===== src/pkg/quad_uart_pkg.sv =====
// constants shared by the quad uart pin block and its fifo
// assumes a 100 MHz system clock and 8n1 framing
package quad_uart_pkg;
  localparam int unsigned CLK_FREQ_HZ = 100_000_000;
  localparam int unsigned BAUD_RATE = 115_200;
  localparam int unsigned CLKS_PER_BIT = CLK_FREQ_HZ / BAUD_RATE;
  // ir pulse is 3/16 of a bit time, rounded down, at least one cycle
  localparam int unsigned IR_PULSE_CLKS = (CLKS_PER_BIT * 3 / 16) > 0 ? (CLKS_PER_BIT * 3 / 16) : 1;
  localparam int unsigned FRAME_BITS = 10;
  localparam int unsigned CHANNELS = 4;
  localparam int unsigned FIFO_DEPTH = 8;
  localparam int unsigned DATA_W = 8;
  // fifo_ready_status field layout
  localparam int unsigned STATUS_TX_LSB = 0;
  localparam int unsigned STATUS_RX_LSB = 4;
  // reset values
  localparam logic TX_RESET_LEVEL = 1'b1;
  localparam logic IR_IDLE_LEVEL = 1'b0;
  localparam logic READY_N_RESET = 1'b1;
  localparam logic [7:0] DATA_OUT_RESET = 8'h00;
  localparam logic RX_BIT_RESET = 1'b1;
  localparam logic RTS_N_RESET = 1'b1;
  localparam logic RX_IN_READY_RESET = 1'b0;
  typedef enum logic [1:0] {
    TX_IDLE = 2'b01,
    TX_SHIFT = 2'b10
  } tx_state_t;
endpackage

===== src/hw/quad_uart_pins.sv =====
// four-channel uart pin block: ready merge, fifo status read, tx/ir lines, rx decode
// assumes synchronous inputs, an external receiver core feeding rx bytes, 100 MHz clock
`timescale 1ns/10ps
`default_nettype none
// Overview of operation
// - merged tx ready low when any channel ready
// - merged rx ready low when any channel ready
// - status select low puts status on data
// - status low nibble inverted tx, high rx
// - status read ignores channel address
// - standard mode tx idles and resets high
// - infrared mode tx idles low, encoded
// - ir tx pins always encoded, idle low
// - optional rx inversion before ir decoder
module quad_uart_pins #(
  parameter int unsigned CLKS_PER_BIT = quad_uart_pkg::CLKS_PER_BIT,
  parameter int unsigned IR_PULSE_CLKS = quad_uart_pkg::IR_PULSE_CLKS,
  parameter int unsigned FIFO_DEPTH = quad_uart_pkg::FIFO_DEPTH
) (
  input wire logic CLK, // system clock
  input wire logic RST_N, // sync reset, active low
  input wire logic WR_EN, // host tx byte write strobe
  input wire logic [1:0] WR_CH, // channel of write
  input wire logic [7:0] WR_DATA, // tx byte
  input wire logic RD_EN, // host rx byte read strobe
  input wire logic [1:0] RD_CH, // channel of read
  input wire logic FIFO_STATUS_SELECT_N, // status read select, active low
  output logic [7:0] DATA_OUT, // host data bus
  input wire logic [3:0] IR_ENABLE, // per channel infrared mode
  input wire logic [3:0] RX_INVERT, // per channel ir rx inversion
  input wire logic [3:0] RTS_CTRL, // per channel rts request
  input wire logic [3:0] AUTO_RTS_EN, // per channel auto rts
  input wire logic [31:0] RX_IN_DATA, // rx bytes from receiver core
  input wire logic [3:0] RX_IN_VALID, // rx byte valid
  output logic [3:0] RX_IN_READY, // held high once out of reset, not driven by rx fifo room
  input wire logic [3:0] RX, // serial receive lines
  output logic [3:0] RX_BIT, // decoded receive level
  output logic [3:0] TX, // serial transmit lines
  output logic [3:0] INFRARED_TX_OUT, // ir transmit lines
  output logic [3:0] RTS_N, // request to send, active low
  output logic [3:0] TX_READY_CH_N, // per channel tx ready, active low
  output logic [3:0] RX_READY_CH_N, // per channel rx ready, active low
  output logic TX_READY_N, // merged tx ready, active low
  output logic RX_READY_N // merged rx ready, active low
);
  localparam int unsigned CW = $clog2(CLKS_PER_BIT + 1);
  logic [3:0] tx_full, rx_avail, rx_pop, tx_line, ir_line;
  logic [7:0] rx_head [4];
  logic [3:0] tx_rdy_n_d, rx_rdy_n_d, rx_bit_d, rts_n_d;
  logic [3:0] tx_rdy_n_q, rx_rdy_n_q, rx_bit_q, rts_n_q, rx_in_ready_q;
  logic [3:0] tx_q, ir_q;
  logic tx_all_n_d, rx_all_n_d, tx_all_n_q, rx_all_n_q;
  logic [7:0] data_out_d, data_out_q;

  genvar ch;
  generate
    for (ch = 0; ch < 4; ch++)
    begin : g_ch
      logic wr_hit, tf_ready, tf_valid, tf_pop, rf_ready;
      logic [7:0] tf_data;
      quad_uart_pkg::tx_state_t state_q, state_d;
      logic [9:0] shift_q, shift_d;
      logic [3:0] bit_q, bit_d;
      logic [CW-1:0] clk_q, clk_d;

      assign wr_hit = WR_EN & (WR_CH == 2'(ch));
      // writes to a full fifo are dropped
      sync_fifo #(.WIDTH(quad_uart_pkg::DATA_W), .DEPTH(FIFO_DEPTH)) u_tx_fifo (
        .clk(CLK),
        .rst_n(RST_N),
        .in_valid(wr_hit),
        .in_ready(tf_ready),
        .in_data(WR_DATA),
        .out_valid(tf_valid),
        .out_ready(tf_pop),
        .out_data(tf_data)
      );
      sync_fifo #(.WIDTH(quad_uart_pkg::DATA_W), .DEPTH(FIFO_DEPTH)) u_rx_fifo (
        .clk(CLK),
        .rst_n(RST_N),
        .in_valid(RX_IN_VALID[ch]),
        .in_ready(rf_ready),
        .in_data(RX_IN_DATA[ch*8 +: 8]),
        .out_valid(rx_avail[ch]),
        .out_ready(rx_pop[ch]),
        .out_data(rx_head[ch])
      );
      assign tx_full[ch] = ~tf_ready;
      assign rx_pop[ch] = RD_EN & FIFO_STATUS_SELECT_N & (RD_CH == 2'(ch));
      assign tf_pop = (state_q == quad_uart_pkg::TX_IDLE) & tf_valid;

      // bit-serial transmitter, start bit, 8 data lsb first, stop bit
      always_comb
      begin
        state_d = state_q;
        shift_d = shift_q;
        bit_d = bit_q;
        clk_d = clk_q;
        unique case (state_q)
          quad_uart_pkg::TX_IDLE:
          begin
            if (tf_valid)
            begin
              state_d = quad_uart_pkg::TX_SHIFT;
              shift_d = {1'b1, tf_data, 1'b0};
              bit_d = '0;
              clk_d = '0;
            end
          end
          quad_uart_pkg::TX_SHIFT:
          begin
            if (clk_q == CW'(CLKS_PER_BIT - 1))
            begin
              clk_d = '0;
              shift_d = {1'b1, shift_q[9:1]};
              bit_d = 4'(bit_q + 1'b1);
              if (bit_q == 4'(quad_uart_pkg::FRAME_BITS - 1))
              begin
                state_d = quad_uart_pkg::TX_IDLE;
              end
            end
            else
            begin
              clk_d = CW'(clk_q + 1'b1);
            end
          end
          default:
          begin
            state_d = quad_uart_pkg::TX_IDLE;
          end
        endcase
      end

      always_ff @(posedge CLK)
      begin
        if (!RST_N)
        begin
          state_q <= quad_uart_pkg::TX_IDLE;
          shift_q <= '1;
          bit_q <= '0;
          clk_q <= '0;
        end
        else
        begin
          state_q <= state_d;
          shift_q <= shift_d;
          bit_q <= bit_d;
          clk_q <= clk_d;
        end
      end

      // uart level idles high; ir pulse only in the first 3/16 of a zero bit
      assign tx_line[ch] = (state_q == quad_uart_pkg::TX_SHIFT) ? shift_q[0] : 1'b1;
      assign ir_line[ch] = (state_q == quad_uart_pkg::TX_SHIFT) & ~shift_q[0]
                           & (clk_q < CW'(IR_PULSE_CLKS));
      assign rx_rdy_n_d[ch] = ~rx_avail[ch];
      assign tx_rdy_n_d[ch] = tx_full[ch];
      // ir receive pulse is high-true after optional inversion
      assign rx_bit_d[ch] = IR_ENABLE[ch] ? ~(RX[ch] ^ RX_INVERT[ch]) : RX[ch];
      // auto rts drops request while the rx fifo is full; host sets RTS_CTRL first
      assign rts_n_d[ch] = ~(RTS_CTRL[ch] & ~(AUTO_RTS_EN[ch] & ~rf_ready));
      assign RX_IN_READY[ch] = rx_in_ready_q[ch];
    end
  endgenerate

  assign tx_all_n_d = &tx_rdy_n_d;
  assign rx_all_n_d = &rx_rdy_n_d;

  always_comb
  begin
    data_out_d = data_out_q;
    if (!FIFO_STATUS_SELECT_N)
    begin
      // no address used for this read
      data_out_d[quad_uart_pkg::STATUS_TX_LSB +: 4] = ~tx_rdy_n_q;
      data_out_d[quad_uart_pkg::STATUS_RX_LSB +: 4] = rx_rdy_n_q;
    end
    else if (RD_EN)
    begin
      data_out_d = rx_head[RD_CH];
    end
  end

  always_ff @(posedge CLK)
  begin
    if (!RST_N)
    begin
      tx_q <= {4{quad_uart_pkg::TX_RESET_LEVEL}};
      ir_q <= {4{quad_uart_pkg::IR_IDLE_LEVEL}};
      tx_rdy_n_q <= {4{quad_uart_pkg::READY_N_RESET}};
      rx_rdy_n_q <= {4{quad_uart_pkg::READY_N_RESET}};
      tx_all_n_q <= quad_uart_pkg::READY_N_RESET;
      rx_all_n_q <= quad_uart_pkg::READY_N_RESET;
      rx_bit_q <= {4{quad_uart_pkg::RX_BIT_RESET}};
      rts_n_q <= {4{quad_uart_pkg::RTS_N_RESET}};
      rx_in_ready_q <= {4{quad_uart_pkg::RX_IN_READY_RESET}};
      data_out_q <= quad_uart_pkg::DATA_OUT_RESET;
    end
    else
    begin
      tx_q <= (IR_ENABLE & ir_line) | (~IR_ENABLE & tx_line);
      ir_q <= ir_line;
      tx_rdy_n_q <= tx_rdy_n_d;
      rx_rdy_n_q <= rx_rdy_n_d;
      tx_all_n_q <= tx_all_n_d;
      rx_all_n_q <= rx_all_n_d;
      rx_bit_q <= rx_bit_d;
      rts_n_q <= rts_n_d;
      rx_in_ready_q <= {4{1'b1}};
      data_out_q <= data_out_d;
    end
  end

  assign TX = tx_q;
  assign INFRARED_TX_OUT = ir_q;
  assign TX_READY_CH_N = tx_rdy_n_q;
  assign RX_READY_CH_N = rx_rdy_n_q;
  assign TX_READY_N = tx_all_n_q;
  assign RX_READY_N = rx_all_n_q;
  assign RX_BIT = rx_bit_q;
  assign RTS_N = rts_n_q;
  assign DATA_OUT = data_out_q;
endmodule
`default_nettype wire


===== src/hw/sync_fifo.sv =====
// parameterised synchronous fifo with valid/ready on both sides
// assumes one clock and a synchronous active-low reset
`timescale 1ns/10ps
`default_nettype none
module sync_fifo #(
  parameter int unsigned WIDTH = 8,
  parameter int unsigned DEPTH = 8
) (
  input wire logic clk, // system clock
  input wire logic rst_n, // sync reset, active low
  input wire logic in_valid, // write request
  output logic in_ready, // not full
  input wire logic [WIDTH-1:0] in_data, // write data
  output logic out_valid, // not empty
  input wire logic out_ready, // read request
  output logic [WIDTH-1:0] out_data // head word
);
  localparam int unsigned AW = $clog2(DEPTH);
  logic [WIDTH-1:0] mem [DEPTH];
  logic [AW-1:0] wr_ptr_q, wr_ptr_d, rd_ptr_q, rd_ptr_d;
  logic [AW:0] count_q, count_d;
  logic push, pop;

  function automatic logic [AW-1:0] ptr_inc(input logic [AW-1:0] p);
    ptr_inc = (p == AW'(DEPTH - 1)) ? '0 : AW'(p + 1'b1);
  endfunction

  assign in_ready = (count_q != (AW + 1)'(DEPTH));
  assign out_valid = (count_q != '0);
  assign out_data = mem[rd_ptr_q];
  assign push = in_valid & in_ready;
  assign pop = out_valid & out_ready;

  always_comb
  begin
    wr_ptr_d = push ? ptr_inc(wr_ptr_q) : wr_ptr_q;
    rd_ptr_d = pop ? ptr_inc(rd_ptr_q) : rd_ptr_q;
    count_d = count_q;
    if (push && !pop)
    begin
      count_d = (AW + 1)'(count_q + 1'b1);
    end
    else if (pop && !push)
    begin
      count_d = (AW + 1)'(count_q - 1'b1);
    end
  end

  always_ff @(posedge clk)
  begin
    if (!rst_n)
    begin
      wr_ptr_q <= '0;
      rd_ptr_q <= '0;
      count_q <= '0;
    end
    else
    begin
      wr_ptr_q <= wr_ptr_d;
      rd_ptr_q <= rd_ptr_d;
      count_q <= count_d;
    end
  end

  always_ff @(posedge clk)
  begin
    if (push)
    begin
      mem[wr_ptr_q] <= in_data;
    end
  end
endmodule
`default_nettype wire


===== config.mk =====
export PLATFORM = sky130hd
export DESIGN_NAME = quad_uart_pins
export DESIGN_NICKNAME = d
export VERILOG_FILES = /design/src/pkg/quad_uart_pkg.sv /design/src/hw/quad_uart_pins.sv /design/src/hw/sync_fifo.sv
export SDC_FILE = /design/constraint.sdc
export NUM_CORES = 1
export LEC_CHECK = 0
export ABC_AREA = 1
export BUFFER_PORTS_ARGS = -buffer_cell sky130_fd_sc_hd__buf_2
export CAP_MARGIN = 25
export CORE_ASPECT_RATIO = 1.5
export CORE_MARGIN = 2
export CORE_UTILIZATION = 50
export DETAILED_ROUTE_END_ITERATION = 8
export GPL_ROUTABILITY_DRIVEN = 0
export GPL_TIMING_DRIVEN = 0
export PLACE_DENSITY_LB_ADDON = 0.12
export SLEW_MARGIN = 20
export SYNTH_ARGS = -nofsm -noshare
export SYNTH_HDL_FRONTEND = slang
export SYNTH_SLANG_ARGS = --single-unit

===== constraint.sdc =====
create_clock -name CLK -period 3 [get_ports CLK]
set_input_delay 0.6 -clock CLK [delete_from_list [all_inputs] [get_ports CLK]]
set_output_delay 0.6 -clock CLK [all_outputs]
set_load 0.01 [all_outputs]

# After elaboration in Yosys (flattened, before gate mapping)

Memories as Yosys holds them, arrays and structs flattened. A register that Yosys moved wholly into a read port is not among the register bits.
Cells that the tools add are included.

Bitwise operators: 83
Add/subtract/negate cells: 40
Equality and inequality tests: 59
Mux-type cells: 130
Reductions and logical operators: 68
Order comparisons: 5

Operator list:

| cell                                                                   | count |
|---|---|
| 10-bit 2-to-1 mux                                                      | 16 |
| 10-bit one-hot mux with 2 select lines                                 | 8 |
| 4-bit 2-to-1 mux                                                       | 25 |
| 3-bit 2-to-1 mux                                                       | 32 |
| 3-bit by 1-bit adder with 3-bit output (second input constant)         | 16 |
| 4-bit by 1-bit adder with 4-bit output (second input constant)         | 12 |
| 3-bit == test (second input constant)                                  | 16 |
| 1-bit AND                                                              | 45 |
| 10-bit by 1-bit adder with 10-bit output (second input constant)       | 4 |
| 10-bit == test (second input constant)                                 | 4 |
| 10-bit by 8-bit < comparator with 1-bit output (second input constant) | 4 |
| 8-bit 2-to-1 mux                                                       | 4 |
| 4-bit != test (second input constant)                                  | 8 |
| 4-bit one-hot mux with 2 select lines                                  | 4 |
| 4-bit nonzero test                                                     | 8 |
| 4-bit by 1-bit subtractor with 4-bit output (second input constant)    | 8 |
| 1-bit inverter                                                         | 28 |
| 2-bit != test (second input constant)                                  | 13 |
| 1-bit 2-to-1 mux                                                       | 24 |
| 2-bit 2-to-1 mux                                                       | 12 |
| 3-bit AND reduction                                                    | 8 |
| 2-bit nonzero test                                                     | 12 |
| 8-bit binary-select mux with 2-bit select                              | 1 |
| 2-bit == test (second input constant)                                  | 8 |
| other kinds (14)                                                       | 65 |

Memory bits (writable): 512
Register bits: 222
Logic and storage cells: 443
Output and inout port bits: 38
Memories kept: 8
Input bits: 73

Memories:

| memory                | depth | width | rd ports | clocked after Yosys merged registers in | wr ports | RTL line        | source |
|---|---|---|---|---|---|---|---|
| g_ch[0].u_rx_fifo.mem | 8     | 8     | 1        | 1                                       | 1        | sync_fifo.sv:19 | `logic [WIDTH-1:0] mem [DEPTH];` |
| g_ch[0].u_tx_fifo.mem | 8     | 8     | 1        | 1                                       | 1        | sync_fifo.sv:19 |  |
| g_ch[1].u_rx_fifo.mem | 8     | 8     | 1        | 1                                       | 1        | sync_fifo.sv:19 |  |
| g_ch[1].u_tx_fifo.mem | 8     | 8     | 1        | 1                                       | 1        | sync_fifo.sv:19 |  |
| g_ch[2].u_rx_fifo.mem | 8     | 8     | 1        | 1                                       | 1        | sync_fifo.sv:19 |  |
| g_ch[2].u_tx_fifo.mem | 8     | 8     | 1        | 1                                       | 1        | sync_fifo.sv:19 |  |
| 2 more memories       | -     | -     | -        | -                                       | -        | -               |  |

# Depth between registers and ports, before layout

Gate-level depths: netlist of the first run.

Depth after elaboration: 7
Gate-level depth with buffers: 15
Depth with buffers taken out: 15

# Hierarchy

A second synthesis of the first run with hierarchy kept.

Cells, all modules: 3,480
Area, all modules: 33,205.6 µm²

Modules (own cells, without submodules):

| module                             | times used | area an instance (µm²) | sequential area each (µm²) | cells each |
|---|---|---|---|---|
| sync_fifo at g_ch[0].u_rx_fifo ... | 4          | 3,319.4                | 2,182.1                    | 309 |
| sync_fifo at g_ch[1].u_tx_fifo ... | 3          | 3,298.2                | 2,182.1                    | 309 |
| quad_uart_pins                     | 1          | 6,705.2                | 2,702.6                    | 1,007 |
| sync_fifo at g_ch[3].u_tx_fifo     | 1          | 3,328.2                | 2,182.1                    | 310 |

# Least setup slack after synthesis of the first run

Ideal clock, no wire load.

Kind: input-to-reg
From: input FIFO_STATUS_SELECT_N
To: register g_ch[0].u_rx_fifo.count_q[3]
Arrival: 2.417 ns
Setup time: 0.119 ns
Buffers on the path: 2
Data required time: 2.881 ns
Path slack: 0.464 ns
Stages on the path: 15
Cells stage by stage: buf_2 nand2_1 inv_1 buf_2 nand3_1 ha_1 inv_1 ha_1 a21o_1 a21oi_1 nor2_1 nor2_1 nand2_1 o21ai_0 a21oi_1

Cells in the longest elaborated chain, start to end: 6
Elaborated cells between the ends (all ways): 8
Classes of those cells: mux: 1; bitwise: 3; reduce/logical: 4

Ends and longest elaborated chain:

| element                                                       | RTL line             | source |
|---|---|---|
| start: declaration                                            | quad_uart_pins.sv:27 | `input wire logic FIFO_STATUS_SELECT_N,` |
| 1-bit AND * (2 in a row)                                      | quad_uart_pins.sv:89 | `assign rx_pop[ch] = RD_EN & FIFO_STATUS_SELECT_N & (RD_CH == 2'(ch));` |
| 1-bit AND *                                                   | sync_fifo.sv:32      | `assign pop = out_valid & out_ready;` |
| 1-bit logical NOT                                             | sync_fifo.sv:39      | `if (push && !pop)` |
| 1-bit logical AND                                             | sync_fifo.sv:39      |  |
| 4-bit 2-to-1 mux / 2-bit nonzero test (equally long branches) | -                    |  |
| end signal: assignment                                        | sync_fifo.sv:61      | `count_q <= count_d;` |
| end: declaration                                              | sync_fifo.sv:21      | `logic [AW:0] count_q, count_d;` |

Every way passes the cells marked *; elsewhere a longest branch is shown, timed or not.
A chain may end at the register's enable or synchronous reset.

# Worst setup path after layout of the first run

From: register g_ch[2].u_tx_fifo.count_q[0]
To: register g_ch[2].u_tx_fifo.count_q[3]

Elaborated cells between the ends (all ways): 14
Classes of those cells: add/sub: 2; eq/ne: 1; mux: 2; bitwise: 3; reduce/logical: 6

RTL lines:

| element                      | RTL line        | source |
|---|---|---|
| start: declaration           | sync_fifo.sv:21 |  |
| start signal: assignment     | sync_fifo.sv:61 |  |
| 4-bit != test *              | sync_fifo.sv:28 | `assign in_ready = (count_q != (AW + 1)'(DEPTH));` |
| 1-bit AND *                  | sync_fifo.sv:31 | `assign push = in_valid & in_ready;` |
| net g_ch[2].u_tx_fifo.push   | sync_fifo.sv:22 | `logic push, pop;` |
| 1-bit logical NOT            | sync_fifo.sv:43 | `else if (pop && !push)` |
| 1-bit logical AND            | sync_fifo.sv:43 |  |
| 2-bit nonzero test (no line) | -               |  |

The timed path passes the listed nets; every way through them passes the cells marked *. The select of a mux whose other input is x is not followed.

==> results.md, run 1 <==
* Final Instance Count excl. Fillers at 4211
* Crit-path max FO at 5
* Core area at 63100 µm²
* WL per Instance at 18.4 µm
* Cell taking the most area after synthesis: edfxtp_1
* Hold depth at 2
* Placed insts at 4070
* Die width at 210 µm
* Rows at 113
* Slew Limit Fails at 0
* Via-per-instance ratio at 5.35
* Arrival @ worst endpoint at 3250 ps
* First-pass GRT wire length at 121 mm
* Number of clock sinks at 751
* Seq/Total Area, Yosys at 63.6%
* Die height at 312 µm
* Area of the multi-input gates at 9700 µm²
* Min-Delay Path Class: input pin to flip-flop
* Flops & latches, synth at 751
* Final clock skew at 23.8 ps
* Die Area at 65400 µm²
* Layout Nets at 3492
* Buffers on Ports at 109
* Synth top area share at 48.5%
* Post-route ant nets at 0
* DRC at 0
* Yosys warnings at 0
* Crit path kind: flip-flop to flip-flop
* Period utilisation layout at 91.5%
* CTS Root Cell: clkbuf_16
* Clock Pin Slew Worst Setup and Hold Paths at 70 ps
* CP Launch Type: flip-flop
* Fillers at 5408
* Max Clk Rate at 364 MHz
* Status: finished clean
* Relative slew slack at 26.7%
* CP required at 3500 ps
* Clock share of power at 33.6%
* All-layer global routing usage at 23.8%
* Worst vdd ir at 0.000591 V
* Max-cap violation count at 0
* Flop2flop setup slack at 260 ps
* GR Overflow Total at 0
* Netlist cell types at 49
* Htree depth at 3
* Routed WL at 77.5 mm
* Place WS at -161 ps
* Hold_sp: RTS_CTRL[3]
* Synth cell count leaders: 608 x nand2_1, 512 x edfxtp_1, 369 x nor2_1, 315 x nand3_1, 308 x inv_1
* Initial Util at 50.2%
* CTS tree: yes
* Initial DRC count at 1710
* Initial antenna violation count at 1
* Reg2Reg Launch Point: g_ch[2].u_tx_fifo.count_q[0]
* Predominant post-synthesis flop cell: edfxtp_1
* Area contributors post-synth: edfxtp_1 49%, dfxtp_1 15%, nand2_1 7.2%
* Pin count of the biggest net entering global routing at 33
* Switch share at 30.9%
* FFs w/ async S/R, synth at 0%
* Layout cell share with drive strength beyond 1 at 9.78%
* Post-DP HPWL at 54.3 mm
* Most common cell in the netlist: nand2_1
* Vias at 22500
* Average size of a mapped cell at 10.0 µm²
* Synth Instances at 3155
* CP Capture Type: flip-flop
* Pwr/cell area at 793 nW/µm²
* Static Leakage at 14.3 nW
* Pre-Repair DR Iteration Count at 7
* Register share of total power at 43.5%
* Psw at 8.78 mW
* Internal power at 19.6 mW
* CTS Hold Bufs at 0
* Max Root-Sink Buffers at 3
* Area growth syn-to-layout at 13.0%
* Hold Path Sink: RTS_N[3]
* Unrepaired setup endpoints after global routing: false
* FF+latch area at 20200 µm²
* Fin. Hold Viols at 0
* Vias in the first global route at 22300
* Final-report setup violation count at 0
* Clk_lat worst skew at 620 ps
* Synthesized area at 31700 µm²
* R2R depth at 14
* Combinational share of power at 22.9%
* FF-to-FF End: g_ch[2].u_tx_fifo.count_q[3]
* Post-synth EDFFs at 512
* CTS Buf Count at 73
* I/O pins at 111
* Synth Net Count at 3304
* Final Critical Period at 2740 ps
* Worst setup margin at 255 ps
* Slew @ Worst Pin at 1100 ps
-- cell usage in the layout, fill, tap and decap left out, drive strengths merged, types with 28 or more instances in the layout --
cell type and instances:
a21oi 101, buf 158, clkbuf 173, clkinv 28
dfxtp 239, edfxtp 512, ha 68, inv 341
nand2 615, nand3 315, nor2 382, o211ai 33
o21ai 241, o22ai 57
-- power groups by stage --
stage | registers [mW] | logic (mW) | clock network (mW)
final | 12.4 | 6.49 | 9.53
after global routing | 12.4 | 7.33 | 10.1
after CTS | 12.3 | 6.47 | 9.73
after detailed placement | 12.6 | 6.41 | 0
after global placement | 12.5 | 6.24 | 0
after floorplan | 12.5 | 4.58 | 0
-- state kept, by name, indices dropped and copies added, names as in the netlist, 8 cells and up, named ones only --
register                 cells
g_ch.state_q                 8
g_ch.u_rx_fifo.rd_ptr_q     12
g_ch.u_tx_fifo.count_q      16
g_ch.u_tx_fifo.rd_ptr_q     12
g_ch.u_rx_fifo.wr_ptr_q     12
g_ch.u_tx_fifo.wr_ptr_q     12
DATA_OUT                     8
g_ch.clk_q                  40
g_ch.shift_q                36
g_ch.u_rx_fifo.mem         256
g_ch.u_rx_fifo.count_q      16
g_ch.u_tx_fifo.mem         256
g_ch.bit_q                  16
-- stage by stage --
step	power [mW]	TNS, ps	util (%)	hold WS [ps]	instance area, µm²
floorplan	17.0	0	-	429	31700
global placement	18.8	-83.5	52.7	437	33200
detailed placement	19.0	-161	52.7	444	33300
CTS	28.5	0	56.7	126	35800
global route	29.9	0	56.8	145	35800
finish	28.4	0	56.8	160	35800
-- cells by family after synthesis --
kind of cell	share of synthesized area [%]
and+or+nand+nor	18.2
DFF	63.6
AOI/OAI and AO/OA	8.86
buffers and inverters	5.78
adders and majority gates	3.19
xor gates and xnor gates	0.359
-- worst max-delay path by stage --
stage                                       from                            to  slack (ps)  cells after the start
detailed placement                      RD_CH[1]  g_ch[0].u_rx_fifo.count_q[3]        -160                     13
global placement                        RD_CH[0]  g_ch[0].u_rx_fifo.count_q[3]         -80                     13
floorplan                   FIFO_STATUS_SELECT_N  g_ch[0].u_rx_fifo.count_q[3]         460                     15
global route        g_ch[2].u_tx_fifo.count_q[0]  g_ch[2].u_tx_fifo.count_q[3]           9                     14
finish              g_ch[2].u_tx_fifo.count_q[0]  g_ch[2].u_tx_fifo.count_q[3]         260                     14
CTS                 g_ch[2].u_tx_fifo.count_q[0]  g_ch[2].u_tx_fifo.count_q[3]          80                     14
-- critical path: stages, from the launching register on --
cell	delay [ps]
dfxtp_1	370
nor2_2	230
nand3_2	270
nand4_1	290
inv_1	130
ha_1	230
inv_1	120
ha_1	250
a21o_1	170
a21oi_1	160
nor2_1	60
nor2_1	80
nand2_1	70
o21ai_0	140
a21oi_1	50
-- area by class of cell --
| class | count | area share, % |
|---|---|---|
| multi-input combinational | 1940 | 27.1 |
| sequential | 751 | 56.3 |
| antenna | 2 | 0.0140 |
| timing repair buffer | 113 | 1.62 |
| tap | 805 | 2.81 |
| buffer | 122 | 1.52 |
| inverter | 342 | 3.61 |
| clock buffer | 96 | 5.84 |
| clock inverter | 40 | 1.16 |
-- layer usage --
metal / up-vias / wire, µm / GRT usage (%)
li1: 11100 / - / -
met1: 10600 / 31000 / 28.0
met2: 625 / 39400 / 42.9
met3: 166 / 3970 / 3.48
met4: 0 / 3080 / 10.6
met5: - / 0 / 0
-- timing repair --
item / CTS / global route
endpoints found under the hold margin: 0 / 0
gates resized for setup: 0 / 2
setup endpoints to repair: 0 / 2
setup buffers: 0 / 3
(Power assumes the default switching activity.)
==> inputs of run 2 (changes only) <==
==> constraint.sdc (replaced) <==
create_clock -name CLK -period 3 [get_ports CLK]
set_input_delay 0.3 -clock CLK [delete_from_list [all_inputs] [get_ports CLK]]
set_output_delay 0.3 -clock CLK [all_outputs]
set_load 0.01 [all_outputs]
==> results.md, run 2 (same netlist as run 1, synthesis figures left out) <==
* Status: finished clean (unchanged)
* Most common cell after layout, fill and taps aside: nand2_1 (unchanged)
* Number of clock sinks at 751 (unchanged)
* CP Launch Type: flip-flop (unchanged)
* Psw at 8.80 mW (was 8.78 mW)
* Die width at 210 µm (unchanged)
* Relative slew slack at 26.6% (was 26.7%)
* Most frequent cells in the layout: 608 x nand2_1, 512 x edfxtp_1, 369 x nor2_1, 313 x nand3_1, 308 x inv_1 (unchanged)
* Met2 Routed Length at 39.6 mm (was 39.4 mm)
* Slew Limit Fails at 0 (unchanged)
* Max Clk Rate at 364 MHz (about the same)
* Unrepaired setup endpoints after global routing: false (unchanged)
* Total Power at 28.4 mW (about the same)
* Internal power at 19.6 mW (about the same)
* WL per Instance at 18.3 µm (was 18.4 µm)
* Final-report setup violation count at 0 (unchanged)
* M1 wire length at 31.5 mm (was 31.0 mm)
* Vias in the first global route at 22500 (was 22300)
* Min-Delay Path Class: input pin to flip-flop (unchanged)
* Area growth syn-to-layout at 14.6% (was 13.0%)
* Worst vdd ir at 0.000583 V (was 0.000591 V)
* Pwr/cell area at 784 nW/µm² (was 793 nW/µm²)
* Post-DP HPWL at 54.3 mm (unchanged)
* Arrival @ worst endpoint at 3250 ps (about the same)
* Slew @ Worst Pin at 1100 ps (about the same)
* Initial antenna violation count at 1 (unchanged)
* Clk_lat worst skew at 630 ps (was 620 ps)
* Clock share of power at 33.5% (was 33.6%)
* Static Leakage at 14.5 nW (was 14.3 nW)
* Regs by FF count: g_ch.u_rx_fifo.mem x256, g_ch.u_tx_fifo.mem x256, g_ch.clk_q x40 (unchanged)
* Die Area at 65400 µm² (unchanged)
* Initial Util at 50.2% (unchanged)
* Rows at 113 (unchanged)
* CTS Root Cell: clkbuf_16 (unchanged)
* Max-cap violation count at 0 (unchanged)
* CP Capture Type: flip-flop (unchanged)
* Die height at 312 µm (unchanged)
* Pre-Repair DR Iteration Count at 5 (was 7)
* First-pass GRT wire length at 122 mm (was 121 mm)
* Crit-path max FO at 5 (unchanged)
* Pin count of the biggest net entering global routing at 33 (unchanged)
* Vias at 22700 (was 22500)
* Final TNS setup at 0 ps (unchanged)
* Layout cell share with drive strength beyond 1 at 9.64% (was 9.78%)
* CP required at 3500 ps (about the same)
* Fillers at 5358 (was 5408)
* Fin. Hold Viols at 0 (unchanged)
* Max Root-Sink Buffers at 3 (unchanged)
* Routed WL at 77.9 mm (was 77.5 mm)
* Initial DRC count at 1768 (was 1710)
* CTS Buf Count at 73 (unchanged)
* Top layer in use: met4 (unchanged)
* Buffers on Ports at 109 (unchanged)
* Combinational share of power at 23.0% (was 22.9%)
* All-layer global routing usage at 23.8% (about the same)
* DRC at 0 (unchanged)
* Core area at 63100 µm² (unchanged)
* Final Critical Period at 2750 ps (was 2740 ps)
* CTS tree: yes (unchanged)
* Clock Pin Slew Worst Setup and Hold Paths at 70 ps (about the same)
* Post-route ant nets at 0 (unchanged)
* Final clock skew at 24.1 ps (was 23.8 ps)
* GR Overflow Total at 0 (unchanged)
* Via-per-instance ratio at 5.33 (was 5.35)
* Crit path kind: flip-flop to flip-flop (unchanged)
* Switch share at 30.9% (about the same)
* Routed length on met3 at 3.63 mm (was 3.97 mm)
* Htree depth at 3 (unchanged)
* Period utilisation layout at 91.7% (was 91.5%)
* Layout Nets at 3541 (was 3492)
* Register share of total power at 43.5% (about the same)
* I/O pins at 111 (unchanged)
==> run 2: cell count changes in the layout (fill, tap and decap cells not counted) <==
cell	previous run	this run
dlygate4sd3_1	0	49
diode_2	2	3
==> run 2: metal layers <==
metal	global-route usage (%)	up-vias
met5	0	-
met4	10.5	0
met3	3.41	167
met2	43.2	582
met1	28.1	10700
li1	-	11200
==> run 2: final timing paths <==
| check | startpoint | end | slack [ps] | depth (start not counted) |
|---|---|---|---|---|
| hold / removal | RX_IN_DATA[8] | g_ch[1].u_rx_fifo.mem[4][0] | 40 | 1 |
| setup reg to reg | g_ch[2].u_tx_fifo.count_q[0] | g_ch[2].u_tx_fifo.count_q[3] | 250 | 14 |
| setup / recovery | g_ch[2].u_tx_fifo.count_q[0] | g_ch[2].u_tx_fifo.count_q[3] | 250 | 14 |
| hold reg to reg | g_ch[1].shift_q[1] | g_ch[1].shift_q[0] | 460 | 2 |
==> run 2: final cells by class <==
cell class                 count  area, µm²  area share (%)
buffer                       122        546            1.50
inverter                     342       1290            3.56
sequential                   751      20200            55.6
clock buffer                  96       2090            5.76
multi-input combinational   1940       9700            26.7
tap                          805       1010            2.78
antenna                        3       7.51          0.0207
timing repair buffer         162       1070            2.95
clock inverter                40        414            1.14
==> run 2: power by group through the flow <==
stage,Sequential [mW],Clock (mW),Combinational (mW)
after floorplan,12.5,0,4.58
after global placement,12.5,0,6.24
after detailed placement,12.6,0,6.41
after CTS,12.3,9.73,6.52
after global routing,12.4,10.1,7.38
final,12.4,9.53,6.54
==> run 2: timing repair <==
item | CTS | global route
endpoints found under the setup margin | 0 | 2
resized for setup | 0 | 2
hold buffers | 49 | 0
endpoints found under the hold margin | 258 | 0
setup buffers | 0 | 3
==> run 2: worst max-delay path, stage by stage (launching register included) <==
cell     delay, ps
dfxtp_1        370
nor2_2         230
nand3_2        270
nand4_1        290
inv_1          140
ha_1           230
inv_1          120
ha_1           250
a21o_1         170
a21oi_1        160
nor2_1          60
nor2_1          80
nand2_1         70
o21ai_0        140
a21oi_1         50
==> run 2: metrics by stage <==
step	hold slack (ps)	setup WS [ps]	util (%)	area, µm²	instances
2_1_floorplan	328	764	-	31700	3155
3_3_place_gp	437	45.6	52.7	33200	4069
3_5_place_dp	444	111	52.7	33300	4070
4_1_cts	2.69	84.8	57.5	36200	4255
5_1_grt	21.8	10.3	57.5	36300	4258
6_report	40.7	250	57.5	36300	4261
==> inputs of run 3 (changes only) <==
Settings changed: CORE_UTILIZATION 50 to 45, GPL_ROUTABILITY_DRIVEN 0 to unset.
==> results.md, run 3 (same netlist as run 1, synthesis figures left out) <==
* Placed insts at 4172 (was 4070)
* I/O pins at 111 (unchanged)
* Reg2Reg Launch Point: g_ch[2].u_tx_fifo.count_q[0] (unchanged)
* Final RePlAce weighted congestion at 0.910
* Post-DP HPWL at 56.7 mm (was 54.3 mm)
* Pre-Repair DR Iteration Count at 6 (was 5)
* Final-report setup violation count at 0 (unchanged)
* Period utilisation layout at 91.4% (was 91.7%)
* Vias in the first global route at 22600 (was 22500)
* R2R depth at 14 (unchanged)
* Total Power at 28.4 mW (about the same)
* CTS Buf Count at 74 (was 73)
* Relative slew slack at 30.9% (was 26.6%)
* Hold depth at 3 (was 1)
* Slew @ Worst Pin at 1040 ps (was 1100 ps)
* Initial antenna violation count at 1 (unchanged)
* CP required at 3500 ps (about the same)
* Regs by FF count: g_ch.u_rx_fifo.mem x256, g_ch.u_tx_fifo.mem x256, g_ch.clk_q x40 (unchanged)
* Fillers at 6302 (was 5358)
* Clock Pin Slew Worst Setup and Hold Paths at 60 ps (was 70 ps)
* Unrepaired setup endpoints after global routing: false (unchanged)
* Pwr/cell area at 782 nW/µm² (was 784 nW/µm²)
* Crit-path max FO at 5 (unchanged)
* Die Area at 72600 µm² (was 65400 µm²)
* Routed WL at 80.8 mm (was 77.9 mm)
* Arrival @ worst endpoint at 3250 ps (about the same)
* All-layer global routing usage at 22.3% (was 23.8%)
* WL per Instance at 18.5 µm (was 18.3 µm)
* Final TNS setup at 0 ps (unchanged)
* Initial DRC count at 1488 (was 1768)
* Diode count at 0 (was 3)
* FF-to-FF End: g_ch[2].u_tx_fifo.count_q[3] (unchanged)
* Initial Util at 45.3% (was 50.2%)
* Final Instance Count excl. Fillers at 4355 (was 4261)
* CP cell instances: nor2_2, nand3_2, nand4_1, inv_1, ha_1, inv_1, ha_1, a21o_1, a21oi_1, nor2_1, nor2_1, nand2_1, o21ai_0, a21oi_1 (unchanged)
* CTS tree: yes (unchanged)
* DRC at 0 (unchanged)
* Static Leakage at 14.5 nW (about the same)
* Number of clock sinks at 751 (unchanged)
* Place WS at 70.9 ps (was 111 ps)
* Area growth syn-to-layout at 14.8% (was 14.6%)
* Max Root-Sink Buffers at 3 (unchanged)
* Die width at 221 µm (was 210 µm)
* Worst path top cell family by delay: simple AND/OR/NAND/NOR gates (unchanged)
* Most common cell after layout, fill and taps aside: nand2_1 (unchanged)
* Min-Delay Path Class: input pin to flip-flop (unchanged)
* Via-per-instance ratio at 5.22 (was 5.33)
* Hold Path Sink: RTS_N[0] (was g_ch[1].u_rx_fifo.mem[4][0])
* Slew Limit Fails at 0 (unchanged)
* Worst vdd ir at 0.000538 V (was 0.000583 V)
* FF+latch area at 20200 µm² (unchanged)
* Core area at 70000 µm² (was 63100 µm²)
* CTS Root Cell: clkbuf_16 (unchanged)
* Clk_lat worst skew at 620 ps (was 630 ps)
* Rows at 119 (was 113)
* Final core utilization at 52.0% (was 57.5%)
* Vias at 22700 (about the same)
* CP Launch Type: flip-flop (unchanged)
* Buffers on Ports at 109 (unchanged)
* Layout Nets at 3539 (was 3541)
* Hold_sp: AUTO_RTS_EN[0] (was RX_IN_DATA[8])
* Most frequent cells in the layout: 607 x nand2_1, 512 x edfxtp_1, 369 x nor2_1, 312 x nand3_1, 308 x inv_1 (was 608 x nand2_1, 512 x edfxtp_1, 369 x nor2_1, 313 x nand3_1, 308 x inv_1)
* Critical Path Slowest Stage Cell: dfxtp_1 (unchanged)
* Flop2flop setup slack at 260 ps (was 250 ps)
* First-pass GRT wire length at 123 mm (was 122 mm)
* Final clock skew at 19.9 ps (was 24.1 ps)
* CP max stage delay at 370 ps (about the same)
* CP Capture Type: flip-flop (unchanged)
* Pin count of the biggest net entering global routing at 33 (unchanged)
* Status: finished clean (unchanged)
* Post-route ant nets at 0 (unchanged)
* Fin. Hold Viols at 0 (unchanged)
* Layout cell share with drive strength beyond 1 at 9.69% (was 9.64%)
* Max Clk Rate at 365 MHz (was 364 MHz)
* Crit path kind: flip-flop to flip-flop (unchanged)
* GR Overflow Total at 0 (unchanged)
* Htree depth at 3 (unchanged)
* Area of the multi-input gates at 9710 µm² (was 9700 µm²)
* Worst setup margin at 258 ps (was 250 ps)
* Die height at 329 µm (was 312 µm)
* Worst Path Buf+Inv at 2 (unchanged)
* Max-cap violation count at 0 (unchanged)
* Final Critical Period at 2740 ps (was 2750 ps)
==> run 3: changes by cell type in the layout (fill, tap and decap cells not counted), sizes merged <==
cell and change:
bufinv -1, clkbuf +3, clkinvlp -1, diode -3, dlygate4sd3 -4, buf +1
clkinv -1, inv -2
==> run 3: layer usage <==
| metal | vias up | GRT usage [%] | share of wire [%] |
|---|---|---|---|
| met1 | 10800 | 25.6 | 40 |
| met4 | 0 | 9.45 | 3.8 |
| met5 | - | 0 | 0 |
| met2 | 600 | 41.1 | 52 |
| met3 | 169 | 3.18 | 4.7 |
| li1 | 11200 | - | - |
==> run 3: where the power goes <==
part           internal (mW)  total [mW]  switching, mW
sequential              11.9        12.4          0.484
combinational           2.15        6.58           4.43
clock                   5.58        9.50           3.92
==> run 3: final cells by class <==
| class | count | area share (%) |
|---|---|---|
| Buffer | 122 | 1.50 |
| Timing Repair Buffer | 159 | 2.86 |
| Multi-Input combinational cell | 1940 | 26.7 |
| Sequential cell | 751 | 55.4 |
| Inverter | 342 | 3.55 |
| Clock inverter | 35 | 0.977 |
| Tap cell | 907 | 3.12 |
| Clock buffer | 99 | 5.85 |
==> run 3: worst min-delay path, cell delays in order <==
cell,delay [ps]
buf_2,110
nand4_1,110
nand3_1,70
==> run 3: stage by stage <==
step | area [µm²] | hold WS (ps)
final | 36400 | 23.5
after global routing | 36400 | 32.3
after global placement | 33400 | 441
after CTS | 36300 | 3.82
after floorplan | 31700 | 328
after detailed placement | 33400 | 454
==> run 3: repair_timing <==
action | 4_1_cts | 5_1_grt
endpoints found under the setup margin | 0 | 3
setup buffers | 0 | 3
resized for setup | 0 | 4
hold buffers | 45 | 0
endpoints found under the hold margin | 252 | 0
==> run 3: worst max-delay path by stage <==
stage               slack, ps                         start                      endpoint  depth (start not counted)
floorplan                 760          FIFO_STATUS_SELECT_N  g_ch[0].u_rx_fifo.count_q[3]                         15
global placement           10  g_ch[2].u_tx_fifo.count_q[0]   g_ch[2].u_tx_fifo.mem[0][0]                          6
detailed placement         70  g_ch[2].u_tx_fifo.count_q[0]  g_ch[2].u_tx_fifo.count_q[3]                         14
CTS                        70  g_ch[2].u_tx_fifo.count_q[0]  g_ch[2].u_tx_fifo.count_q[3]                         14
global route              100  g_ch[2].u_tx_fifo.count_q[0]  g_ch[2].u_tx_fifo.count_q[3]                         14
finish                    260  g_ch[2].u_tx_fifo.count_q[0]  g_ch[2].u_tx_fifo.count_q[3]                         14
